--- config.mk ---
export PLATFORM = sky130hd
export DESIGN_NAME = dppc_top
export DESIGN_NICKNAME = d
export VERILOG_FILES = /design/src/dppc_pkg.sv /design/src/dppc_top.sv
export VERILOG_INCLUDE_DIRS = /design/src /design/src/src
export SDC_FILE = /design/constraint.sdc
export NUM_CORES = 1
export LEC_CHECK = 0
export CORE_ASPECT_RATIO = 0.5
export CORE_MARGIN = 5
export CORE_UTILIZATION = 57
export DETAILED_ROUTE_END_ITERATION = 8
export DONT_BUFFER_PORTS = 1
export PLACE_DENSITY = 0.78
export SKIP_LAST_GASP = 1
export SLEW_MARGIN = 10
export SYNTH_ARGS = -nofsm -noshare
export SYNTH_HDL_FRONTEND = slang
export SYNTH_SLANG_ARGS = --single-unit
--- constraint.sdc ---
create_clock -name ref_clk -period 2.3 [get_ports ref_clk]
set_clock_uncertainty 0.2 [all_clocks]
set_input_delay 0.345 -clock ref_clk [delete_from_list [all_inputs] [get_ports ref_clk]]
set_output_delay 0.345 -clock ref_clk [all_outputs]
set_load 0.005 [all_outputs]
--- src/dppc_defs.svh ---
/*
  Constants for the dual port positioning control block: register byte
  offsets, field positions, reset values, function codes, address limits
  and timing counts.
  Assumes inclusion by bare name from the top module.
*/
`ifndef DPPC_DEFS_SVH
`define DPPC_DEFS_SVH

// Register byte offsets on the Avalon-MM slave
`define DPPC_CTRL_OFS        5'h00
`define DPPC_DCYL_OFS        5'h04
`define DPPC_SECTRK_OFS      5'h08
`define DPPC_CCYL_OFS        5'h0c
`define DPPC_STATUS_OFS      5'h10
`define DPPC_FORMAT_OFS      5'h14

// Control register fields
`define DPPC_CTRL_GO_BIT     0
`define DPPC_CTRL_FN_LSB     1
`define DPPC_CTRL_FN_MSB     5

// Sector/track register fields
`define DPPC_SECT_LSB        0
`define DPPC_SECT_MSB        4
`define DPPC_TRK_LSB         8
`define DPPC_TRK_MSB         12

// Status register fields
`define DPPC_ST_GO           0
`define DPPC_ST_ATTN         1
`define DPPC_ST_BAD          2
`define DPPC_ST_OFS_HOLD     3
`define DPPC_ST_OFS_FLAG     4
`define DPPC_ST_A_OWNED      5
`define DPPC_ST_B_OWNED      6
`define DPPC_ST_A_LATCH      7
`define DPPC_ST_B_LATCH      8
`define DPPC_ST_READY        9

// Reset value of the whole state record
`define DPPC_STATE_RESET     '0

// Function codes
`define DPPC_FN_SEEK         5'h02
`define DPPC_FN_RELEASE      5'h05
`define DPPC_FN_OFFSET       5'h06
`define DPPC_FN_RTC          5'h07
`define DPPC_FN_SEARCH       5'h0c
`define DPPC_FN_WRITE        5'h18
`define DPPC_FN_READ         5'h1c

// Address limits
`define DPPC_MAX_CYL         9'h19a
`define DPPC_MAX_TRK         5'h12
`define DPPC_MAX_SECT18      5'h13
`define DPPC_MAX_SECT16      5'h15

// Timing
`define DPPC_HOLD_TIME_MS    32'h3e8
`define DPPC_CLK_KHZ         32'hc350

`endif

--- src/dppc_pkg.sv ---
/*
  Types of the dual port positioning control block: pin groups, status
  groups, drive outputs, positioning states and the state record.
  Assumes the constants header is on the include path.
*/
package dppc_pkg;

  typedef enum logic [2:0] {
    PS_IDLE      = 3'b000,
    PS_DECODE    = 3'b001,
    PS_RTC_MOVE  = 3'b010,
    PS_RTC_WAIT  = 3'b011,
    PS_SEEK_MOVE = 3'b100,
    PS_SEEK_WAIT = 3'b101,
    PS_OFS_MOVE  = 3'b110,
    PS_OFS_WAIT  = 3'b111
  } dppc_pos_state_t;

  typedef struct packed {
    logic       demand;
    logic       wr;
    logic       ctrl_sel;
    logic       attn_clr;
    logic       hs_clk;
    logic [2:0] unit;
  } dppc_port_pins_t;

  typedef struct packed {
    logic owned;
    logic request_latch;
    logic release_flag;
  } dppc_port_stat_t;

  typedef struct packed {
    logic position_strobe;
    logic centering_pulse;
    logic move_request;
    logic move_phase_one;
    logic move_phase_two;
    logic move_phase_three;
    logic offset_flag;
    logic offset_hold;
    logic cylinder_load;
    logic cylinder_advance;
  } dppc_drive_out_t;

  typedef struct packed {
    logic [21:0]       s1;
    logic [21:0]       s2;
    logic [21:0]       s3;
    logic [21:0]       f;
    logic [1:0][1:0]   hs_phase;
    logic [1:0]        blocked;
    logic [1:0]        owned;
    logic [1:0]        latch;
    logic [1:0]        rel;
    logic [1:0]        rel_cnt;
    logic [25:0]       hold_cnt;
    dppc_pos_state_t   st;
    logic              go;
    logic [4:0]        func;
    logic              positioning;
    logic [1:0]        mc;
    logic [8:0]        dcyl;
    logic [8:0]        ccyl;
    logic [4:0]        track;
    logic [4:0]        sector;
    logic              format16;
    logic              attention;
    logic              bad;
    logic              ready;
    logic              ack;
    logic [31:0]       rdata;
    dppc_drive_out_t   o;
  } dppc_state_t;

endpackage

--- src/dppc_top.sv ---
/*
  Dual port positioning control: drive ownership arbitration between two
  controllers and sequencing of seek, implied seek, offset and return to
  centerline moves, with registers on an Avalon-MM slave.
  Assumes ref_clk at 50 MHz; all pins from the controllers and the drive
  are asynchronous, and all but track_end_strobe are filtered here.
*/
// Behaviour
// - Unowned drive goes to addressing demanding port
// - Read-only ownership ends when demand drops
// - Write or control access sets request latch
// - Latch set while other owns; handover on release
// - Selected only when unit lines match switches
// - Phase one grants if other port not owner
// - Phase-one grant blocked for rest of handshake
// - Phase two write/control raises persistent request
// - Phase three attention clear raises request
// - Release: flag, clear latch, drop after two
// - Demand over one second idle forces release
// - Earliest handshake clock edge wins simultaneous demand
// - Seek on equal cylinders: done, attention
// - Out of range address flags bad, ends command
// - Seek in offset centres first, then continues
// - Move counter gives three phases, then idles
// - Seek strobe phase two; ready loads current cylinder
// - Implied seek completion keeps go, no attention
// - Spiral wrap advances desired cylinder by one
// - Offset sets mode, strobes, ends on done
// - Offset hold persists until centred
// - Implied centering drops flag at phase three
`include "dppc_defs.svh"
`timescale 1ns/100ps
`default_nettype none

module dppc_top #(
  parameter int unsigned HOLD_CYCLES = `DPPC_HOLD_TIME_MS * `DPPC_CLK_KHZ
) (
  // Clock and reset
  input  wire logic                      ref_clk,
  input  wire logic                      resetn,
  // Avalon-MM slave
  input  wire logic [4:0]                avs_address,
  input  wire logic                      avs_read,
  input  wire logic                      avs_write,
  input  wire logic [31:0]               avs_writedata,
  output logic      [31:0]               avs_readdata,
  output logic                           avs_waitrequest,
  // Controller pins
  input  wire dppc_pkg::dppc_port_pins_t port_a_pins,
  input  wire dppc_pkg::dppc_port_pins_t port_b_pins,
  input  wire logic [2:0]                unit_number_switches,
  // Drive pins
  input  wire logic                      selected_sector_clock,
  input  wire logic                      heads_settled,
  input  wire logic                      offset_done,
  input  wire logic                      track_end_strobe,
  // Ownership status
  output dppc_pkg::dppc_port_stat_t      port_a_stat,
  output dppc_pkg::dppc_port_stat_t      port_b_stat,
  // Drive control
  output dppc_pkg::dppc_drive_out_t      drive_out,
  output logic                           bad_address,
  output logic                           cylinder_ready
);
  import dppc_pkg::*;

  localparam logic [25:0] HOLD_LAST = 26'(HOLD_CYCLES - 32'h1);

  dppc_state_t          r;
  dppc_state_t          n;
  logic [21:0]          rise;
  dppc_port_pins_t [1:0] pins;
  logic [1:0]           dsel;
  logic [1:0]           hs_rise;
  logic                 sect_rise;
  logic                 settled_rise;
  logic                 ofsdone_rise;
  logic                 wr_take;
  logic                 release_now;
  logic                 is_xfer;
  logic                 bad_now;
  logic                 mreq;
  logic [4:0]           sect_max;

  always_comb begin
    n = r;
    release_now = 1'b0;
    // Three-stage filter; a change counts once stages two and three agree
    n.s1 = {unit_number_switches, selected_sector_clock, heads_settled,
            offset_done, port_b_pins, port_a_pins};
    n.s2 = r.s1;
    n.s3 = r.s2;
    n.f = (r.s2 & r.s3) | (r.f & (r.s2 | r.s3));
    rise = n.f & ~r.f;
    pins = r.f[15:0];
    sect_rise = rise[18];
    settled_rise = rise[17];
    ofsdone_rise = rise[16];
    hs_rise = {rise[11], rise[3]};
    n.o.position_strobe = 1'b0;
    n.o.centering_pulse = 1'b0;
    n.o.cylinder_load = 1'b0;
    n.o.cylinder_advance = 1'b0;

    // Avalon slave: one wait state, read data loaded with the answer
    n.ack = (avs_read | avs_write) & ~r.ack;
    wr_take = avs_write & r.ack;
    if (avs_read && !r.ack) begin
      n.rdata = 32'h0;
      case (avs_address)
        `DPPC_CTRL_OFS: begin
          n.rdata[`DPPC_CTRL_GO_BIT] = r.go;
          n.rdata[`DPPC_CTRL_FN_MSB:`DPPC_CTRL_FN_LSB] = r.func;
        end
        `DPPC_DCYL_OFS: n.rdata[8:0] = r.dcyl;
        `DPPC_SECTRK_OFS: begin
          n.rdata[`DPPC_SECT_MSB:`DPPC_SECT_LSB] = r.sector;
          n.rdata[`DPPC_TRK_MSB:`DPPC_TRK_LSB] = r.track;
        end
        `DPPC_CCYL_OFS: n.rdata[8:0] = r.ccyl;
        `DPPC_STATUS_OFS: begin
          n.rdata[`DPPC_ST_GO] = r.go;
          n.rdata[`DPPC_ST_ATTN] = r.attention;
          n.rdata[`DPPC_ST_BAD] = r.bad;
          n.rdata[`DPPC_ST_OFS_HOLD] = r.o.offset_hold;
          n.rdata[`DPPC_ST_OFS_FLAG] = r.o.offset_flag;
          n.rdata[`DPPC_ST_A_OWNED] = r.owned[0];
          n.rdata[`DPPC_ST_B_OWNED] = r.owned[1];
          n.rdata[`DPPC_ST_A_LATCH] = r.latch[0];
          n.rdata[`DPPC_ST_B_LATCH] = r.latch[1];
          n.rdata[`DPPC_ST_READY] = r.ready;
        end
        `DPPC_FORMAT_OFS: n.rdata[0] = r.format16;
        default: n.rdata = 32'h0;
      endcase
    end
    if (wr_take) begin
      case (avs_address)
        `DPPC_CTRL_OFS: begin
          if (!r.go) begin
            n.func = avs_writedata[`DPPC_CTRL_FN_MSB:`DPPC_CTRL_FN_LSB];
            if (avs_writedata[`DPPC_CTRL_GO_BIT]) begin
              n.go = 1'b1;
              n.st = PS_DECODE;
            end
          end else if (r.st == PS_IDLE &&
                       !avs_writedata[`DPPC_CTRL_GO_BIT]) begin
            n.go = 1'b0;
          end
        end
        `DPPC_DCYL_OFS: if (!r.go) n.dcyl = avs_writedata[8:0];
        `DPPC_SECTRK_OFS: begin
          if (!r.go) begin
            n.sector = avs_writedata[`DPPC_SECT_MSB:`DPPC_SECT_LSB];
            n.track = avs_writedata[`DPPC_TRK_MSB:`DPPC_TRK_LSB];
          end
        end
        `DPPC_STATUS_OFS: begin
          if (avs_writedata[`DPPC_ST_ATTN]) n.attention = 1'b0;
          if (avs_writedata[`DPPC_ST_BAD]) n.bad = 1'b0;
        end
        `DPPC_FORMAT_OFS: n.format16 = avs_writedata[0];
        default: ;
      endcase
    end

    // Port arbitration; port A is looked at first, so a same-cycle tie
    // (impossible with opposed clocks) falls to A
    for (int p = 0; p < 2; p++) begin
      dsel[p] = pins[p].demand && (pins[p].unit == r.f[21:19]);
      if (!dsel[p]) begin
        n.hs_phase[p] = 2'h0;
        n.blocked[p] = 1'b0;
        if (r.owned[p] && !r.latch[p] && !r.rel[p])
          n.owned[p] = 1'b0;
      end else if (hs_rise[p]) begin
        case (r.hs_phase[p])
          2'h0: begin
            n.hs_phase[p] = 2'h1;
            if (!n.owned[1-p] && !r.blocked[p])
              n.owned[p] = 1'b1;
            n.blocked[p] = 1'b1;
          end
          2'h1: begin
            n.hs_phase[p] = 2'h2;
            if (pins[p].wr || pins[p].ctrl_sel)
              n.latch[p] = 1'b1;
          end
          2'h2: begin
            n.hs_phase[p] = 2'h3;
            if (pins[p].attn_clr) begin
              n.latch[p] = 1'b1;
              n.attention = 1'b0;
            end
          end
          default: n.hs_phase[p] = 2'h3;
        endcase
      end
      // Pending request takes the drive once the other side lets go
      if (hs_rise[p] && r.latch[p] && !r.owned[p] && !n.owned[1-p])
        n.owned[p] = 1'b1;
      if (r.rel[p] && hs_rise[p]) begin
        if (r.rel_cnt[p]) begin
          n.owned[p] = 1'b0;
          n.rel[p] = 1'b0;
          n.rel_cnt[p] = 1'b0;
          if (r.latch[1-p]) n.attention = 1'b1;
        end else begin
          n.rel_cnt[p] = 1'b1;
        end
      end
    end

    // Hold timer: idle demand or latch over one second releases owner
    if ((r.owned == 2'b00) || r.go ||
        (dsel == 2'b00 && (r.latch & r.owned) == 2'b00)) begin
      n.hold_cnt = 26'h0;
    end else if (r.hold_cnt == HOLD_LAST) begin
      n.hold_cnt = 26'h0;
      release_now = 1'b1;
    end else begin
      n.hold_cnt = r.hold_cnt + 26'h1;
    end

    // Positioning sequencer
    is_xfer = (r.func == `DPPC_FN_SEARCH) || (r.func == `DPPC_FN_READ) ||
              (r.func == `DPPC_FN_WRITE);
    sect_max = r.format16 ? `DPPC_MAX_SECT16 : `DPPC_MAX_SECT18;
    bad_now = (r.dcyl > `DPPC_MAX_CYL) || (r.track > `DPPC_MAX_TRK) ||
              (r.sector > sect_max);
    case (r.st)
      PS_IDLE: begin
        if (r.go && is_xfer && r.dcyl != r.ccyl)
          n.st = PS_DECODE;
      end
      PS_DECODE: begin
        case (r.func)
          `DPPC_FN_SEEK, `DPPC_FN_SEARCH, `DPPC_FN_READ,
          `DPPC_FN_WRITE: begin
            if (bad_now) begin
              n.bad = 1'b1;
              n.go = 1'b0;
              n.attention = 1'b1;
              n.st = PS_IDLE;
            end else if (r.o.offset_hold && (r.func == `DPPC_FN_SEEK ||
                                             r.func == `DPPC_FN_WRITE)) begin
              n.positioning = 1'b0;
              n.st = PS_RTC_MOVE;
            end else if (r.dcyl == r.ccyl) begin
              n.st = PS_IDLE;
              if (r.func == `DPPC_FN_SEEK) begin
                n.go = 1'b0;
                n.attention = 1'b1;
              end
            end else begin
              n.positioning = (r.func == `DPPC_FN_SEEK);
              n.st = PS_SEEK_MOVE;
            end
          end
          `DPPC_FN_OFFSET: begin
            n.o.offset_flag = 1'b1;
            n.o.offset_hold = 1'b1;
            n.positioning = 1'b1;
            n.st = PS_OFS_MOVE;
          end
          `DPPC_FN_RTC: begin
            n.positioning = 1'b1;
            n.st = PS_RTC_MOVE;
          end
          `DPPC_FN_RELEASE: begin
            release_now = 1'b1;
            n.go = 1'b0;
            n.st = PS_IDLE;
          end
          default: begin
            n.go = 1'b0;
            n.st = PS_IDLE;
          end
        endcase
      end
      PS_RTC_MOVE, PS_SEEK_MOVE, PS_OFS_MOVE: begin
        if (sect_rise && r.mc == 2'h3)
          n.st = dppc_pos_state_t'({r.st[2:1], 1'b1});
      end
      PS_RTC_WAIT: begin
        if (ofsdone_rise) begin
          n.o.offset_hold = 1'b0;
          // Commanded centering keeps the flag until the drive is centred
          n.o.offset_flag = 1'b0;
          if (r.positioning) begin
            n.go = 1'b0;
            n.attention = 1'b1;
            n.st = PS_IDLE;
          end else begin
            n.st = PS_DECODE;
          end
        end
      end
      PS_SEEK_WAIT: begin
        if (settled_rise) begin
          n.ccyl = r.dcyl;
          n.o.cylinder_load = 1'b1;
          n.st = PS_IDLE;
          if (r.positioning) begin
            n.go = 1'b0;
            n.attention = 1'b1;
          end
        end
      end
      PS_OFS_WAIT: begin
        if (ofsdone_rise) begin
          n.go = 1'b0;
          n.attention = 1'b1;
          n.st = PS_IDLE;
        end
      end
      default: n.st = PS_IDLE;
    endcase

    // Move counter; implied centering lets the request fall early so it
    // has settled low before the seek raises it again
    mreq = (r.st == PS_SEEK_MOVE) || (r.st == PS_OFS_MOVE) ||
           (r.st == PS_RTC_MOVE && (r.positioning || r.o.offset_flag));
    if (sect_rise) begin
      if (r.mc != 2'h0) begin
        n.mc = r.mc + 2'h1;
      end else if (mreq) begin
        n.mc = 2'h1;
      end
      if (r.mc == 2'h0 && mreq && r.st == PS_RTC_MOVE)
        n.o.centering_pulse = 1'b1;
      if (r.mc == 2'h1 &&
          (r.st == PS_SEEK_MOVE || r.st == PS_OFS_MOVE))
        n.o.position_strobe = 1'b1;
      if (r.mc == 2'h2 && r.st == PS_RTC_MOVE && !r.positioning)
        n.o.offset_flag = 1'b0;
    end
    n.o.move_request = mreq;
    n.o.move_phase_one = (n.mc == 2'h1);
    n.o.move_phase_two = (n.mc == 2'h2);
    n.o.move_phase_three = (n.mc == 2'h3);

    // Spiral wrap to the next cylinder
    if (track_end_strobe && r.go && is_xfer && r.st == PS_IDLE) begin
      n.dcyl = r.dcyl + 9'h1;
      n.o.cylinder_advance = 1'b1;
    end

    if (release_now) begin
      for (int p = 0; p < 2; p++) begin
        if (r.owned[p] && !r.rel[p]) begin
          n.rel[p] = 1'b1;
          n.latch[p] = 1'b0;
          n.rel_cnt[p] = 1'b0;
        end
      end
    end
    n.ready = (n.dcyl == n.ccyl) && (n.st == PS_IDLE);
  end

  always_ff @(posedge ref_clk or negedge resetn) begin
    if (!resetn) begin
      r <= `DPPC_STATE_RESET;
    end else begin
      r <= n;
    end
  end

  assign avs_readdata = r.rdata;
  assign avs_waitrequest = (avs_read | avs_write) & ~r.ack;
  assign port_a_stat = {r.owned[0], r.latch[0], r.rel[0]};
  assign port_b_stat = {r.owned[1], r.latch[1], r.rel[1]};
  assign drive_out = r.o;
  assign bad_address = r.bad;
  assign cylinder_ready = r.ready;

endmodule

`default_nettype wire

==> metrics <==
final hold vios just under 200; Synth Cell Area 8836 um^2; WL/cell 18.48 um; Layout Utilization 68.53%; unique cell type count in the Yosys netlist between 70 and 80; internal power 0.006055 W; crit path cell chain nor3_4 > nand4_4 > buf_4 > or3_1 > nand3_1 > xnor2_2 > and4b_1 > nor4b_2; Die X approximately 190 um; H-tree depth 4; Switching Share about 29%; area of the multi-input gates 3541 um^2; VDD IR max ~570 uV; CP Max Fanout 4; Initial Utilization between 50% and 60%; post-synthesis compound-gate area fraction 8.709%; CP endpoint kind flip-flop; Post-Syn Instances 784; # port buffers 0; fin crit period between 2000 and 2500 ps; P_sw between 0.002 and 0.0025 W; drt via density 5.698; Post-synth EDFFs 0; vias in the first global route between 6k and 7k; leak pwr 4.707 nW; slew margin rel. 49.89%; Vias 6256; clk_lat worst skew approximately 430 ps; biggest area consumer among synthesized cells dfrtp_1; CP Class reg -> reg; crit path setup slack, layout -173.8 ps; share of the synthesized area in the top cell type 55.51%; Synth area leaders dfrtp_1, buf_4, nor2_1; Primary FF master, synth dfrtp_1; number of max-cap violations 0; gr usage total ~23%; DP Wirelength between 10 and 15 mm; Die Area 18240 um^2; fraction of synthesized area in multiplexers under 10%; FP Rows 32; die height just under 100 um; Fillers 1070; Fmax approximately 400 MHz; pre-CTS WS -207.9 ps; CP peak stage delay around 430 ps; Detailed Route WL a little over 20 mm; critical path's slowest cell dfrtp_1; NumNets Final around 960; Seq cells post-synth ~200; failing checks negative hold slack, negative setup slack; Critical Path RT ~2400 ps; largest family of logic cells by synthesized area simple AND/OR/NAND/NOR gates; Fin Hold WS -598.6 ps; final std cells w/o fill 1098; GRT overflow 0; Synth Area in Adders 4.899%; layout cells sized above 1 a little over a fifth; status complete, but fails checks; Seq/Total Area, Yosys between 50% and 60%; clock sinks about 200; Tightest Pin Transition 751.7 ps; GP Congestion just under 0.9; CTS tree yes; Final Slew Violations 0; combinational fraction of design power 19.0%; Core Footprint about 15000 um^2; P per Cell Area ~810 nW/um^2; Final Cycle Share 107.6%; Post-Synth XOR/XNOR Area 4.659%; top cells by count, synth dfrtp_1, nor2_1, nand2_1, buf_4; cell with the most instances after synthesis dfrtp_1; Final setup viols 2; delay-heaviest family, CP simple AND/OR/NAND/NOR gates; ant diodes 0; RSZ-0062 raised after global routing true; initial antenna violation count 0; Longest Clk Path Bufs 2; drt pass-1 iters 6; WP buf/inv 1; DRT iter0 DRCs roughly 460; clk root buf clkbuf_16; share of power burned in registers 46.9%; Clock Power Share 34.2%; TritonCTS Buffers 17; clk slew on worst S/H paths about 80 ps; CP arrival around 2600 ps; Synth Area in Simple Gates 14.66%; first-pass GRT wire length 33.18 mm; largest net degree at the start of global routing between 150 and 200; startpoint types flip-flop; cell area after layout around 10000 um^2; IO Pins 115; hold buffers post-CTS a little over 40; Register Area between 4000 and 5000 um^2; placed cell count between 1k and 1.5k; Cell Area, Placed 9314 um^2; DRT antenna net count 0; post-synthesis async set-or-reset flop share between 90% and 100%; Worst Hold Class in -> async; area growth from synthesis to final layout 18.62%; Ys Warns 0; syn_area_per_cell ~11 um^2; number of remaining DRC errors 0
-- sequential cells by signal (all words and copies together), names as in the netlist --
name            count
port_b_stat         3
cylinder_ready      1
pins               16
avs_readdata       13
bad_address         1
drive_out          10
r                 105
port_a_stat         3
n                  44
-- path summary, 6_finish.rpt --
kind / cells after the start / to / slack [ps] / from
min in group ref_clk: 3 / drive_out[0]$_DFF_PN0_ / 30 / track_end_strobe
setup / recovery: 8 / cylinder_ready$_DFF_PN0_ / -170 / r[86]$_DFF_PN0_
max in group asynchronous: 0 / r[55]$_DFFE_PN0P_ / 2070 / resetn
hold / removal: 0 / r[159]$_DFF_PN0_ / -600 / resetn
setup reg to reg: 8 / cylinder_ready$_DFF_PN0_ / -170 / r[86]$_DFF_PN0_
hold reg to reg: 0 / n[167]$_DFF_PN0_ / 150 / n[189]$_DFF_PN0_
-- what timing repair did --
action / in CTS / in global routing
pin swaps: 2 / 10
endpoints found under the hold margin: 246 / 196
setup endpoints to repair: 31 / 37
resized for setup: 6 / 23
buffers inserted: 1 / 4
-- layer usage --
layer | track usage, % | part of all wire (%) | up-vias | wire (um)
met3 | 4.578 | 6.3 | 37 | 1275
met1 | 29.88 | 42 | 3117 | 8466
met2 | 39.48 | 50 | 235 | 10110
met5 | 0 | 0 | - | 0
met4 | 6.547 | 2.1 | 0 | 435
li1 | - | - | 2867 | -
-- through the flow --
step | hold WS (ps) | setup TNS [ps] | total power [W]
floorplan | -150.6 | 0 | 0.005001
global placement | -146.6 | -342.5 | 0.005435
detailed placement | -147.4 | -779.2 | 0.005505
CTS | -607.2 | -359.6 | 0.008502
global route | -622.9 | -470.2 | 0.008926
finish | -598.6 | -208.8 | 0.008542
-- worst reg2reg max path: cells and delay by family, from the launching register on --
kind / cells / cell delay, ps
flip-flops: 1 / 430
buffers and inverters: 1 / 190
AND/OR/NAND/NOR: 6 / 1410
XOR/XNOR: 1 / 150
-- cells by family (layout without fill, tap and decap cells) --
kind of cell / after synthesis / in the layout
AO/OA/AOI/OAI: 113 / 113
XOR/XNOR: 47 / 47
adder cells (fa/ha/maj): 39 / 39
buffers and inverters: 103 / 195
flip-flops: 196 / 196
multiplexers: 38 / 38
other: 1 / 19
AND/OR/NAND/NOR: 247 / 247
-- layout by cell type (no fill, tap or decap), types with 4 or more instances in the layout --
cell type	Yosys	layout
a21o_1	4	4
a21oi_1	21	21
a221oi_1	6	6
and2_1	5	5
and3_1	9	9
buf_4	49	86
clkbuf_16	0	17
conb_1	1	19
dfrtp_1	196	195
dlygate4sd3_1	0	41
ha_1	17	16
inv_1	34	33
inv_8	0	5
maj3_1	22	22
mux2_2	24	23
mux2i_1	12	12
nand2_1	57	57
nand3_1	26	25
nand4_1	16	16
nor2_1	75	74
nor3_1	8	7
o21a_1	4	4
o21ai_0	34	31
o22ai_1	6	6
or2_2	5	4
or3_1	5	4
xnor2_1	26	22
xnor2_2	0	4
xor2_1	21	21
-- power groups by stage --
stage / combinational [W] / sequential [W] / clock, W
2_1_floorplan: 0.000982 / 0.00402 / 0
3_3_place_gp: 0.00139 / 0.00404 / 0
3_5_place_dp: 0.00144 / 0.00407 / 0
4_1_cts: 0.00154 / 0.00400 / 0.00296
5_1_grt: 0.00176 / 0.00404 / 0.00313
6_report: 0.00162 / 0.00400 / 0.00292
-- layout make-up --
class | instances | area share, %
Clock buffer | 20 | 4.262
Clock inverter | 12 | 1.253
Inverter | 35 | 1.277
Multi-Input combinational cell | 503 | 33.78
Sequential cell | 196 | 46.81
Tap cell | 204 | 2.435
Timing Repair Buffer | 128 | 10.18
Power figures use the tool's default switching activity.
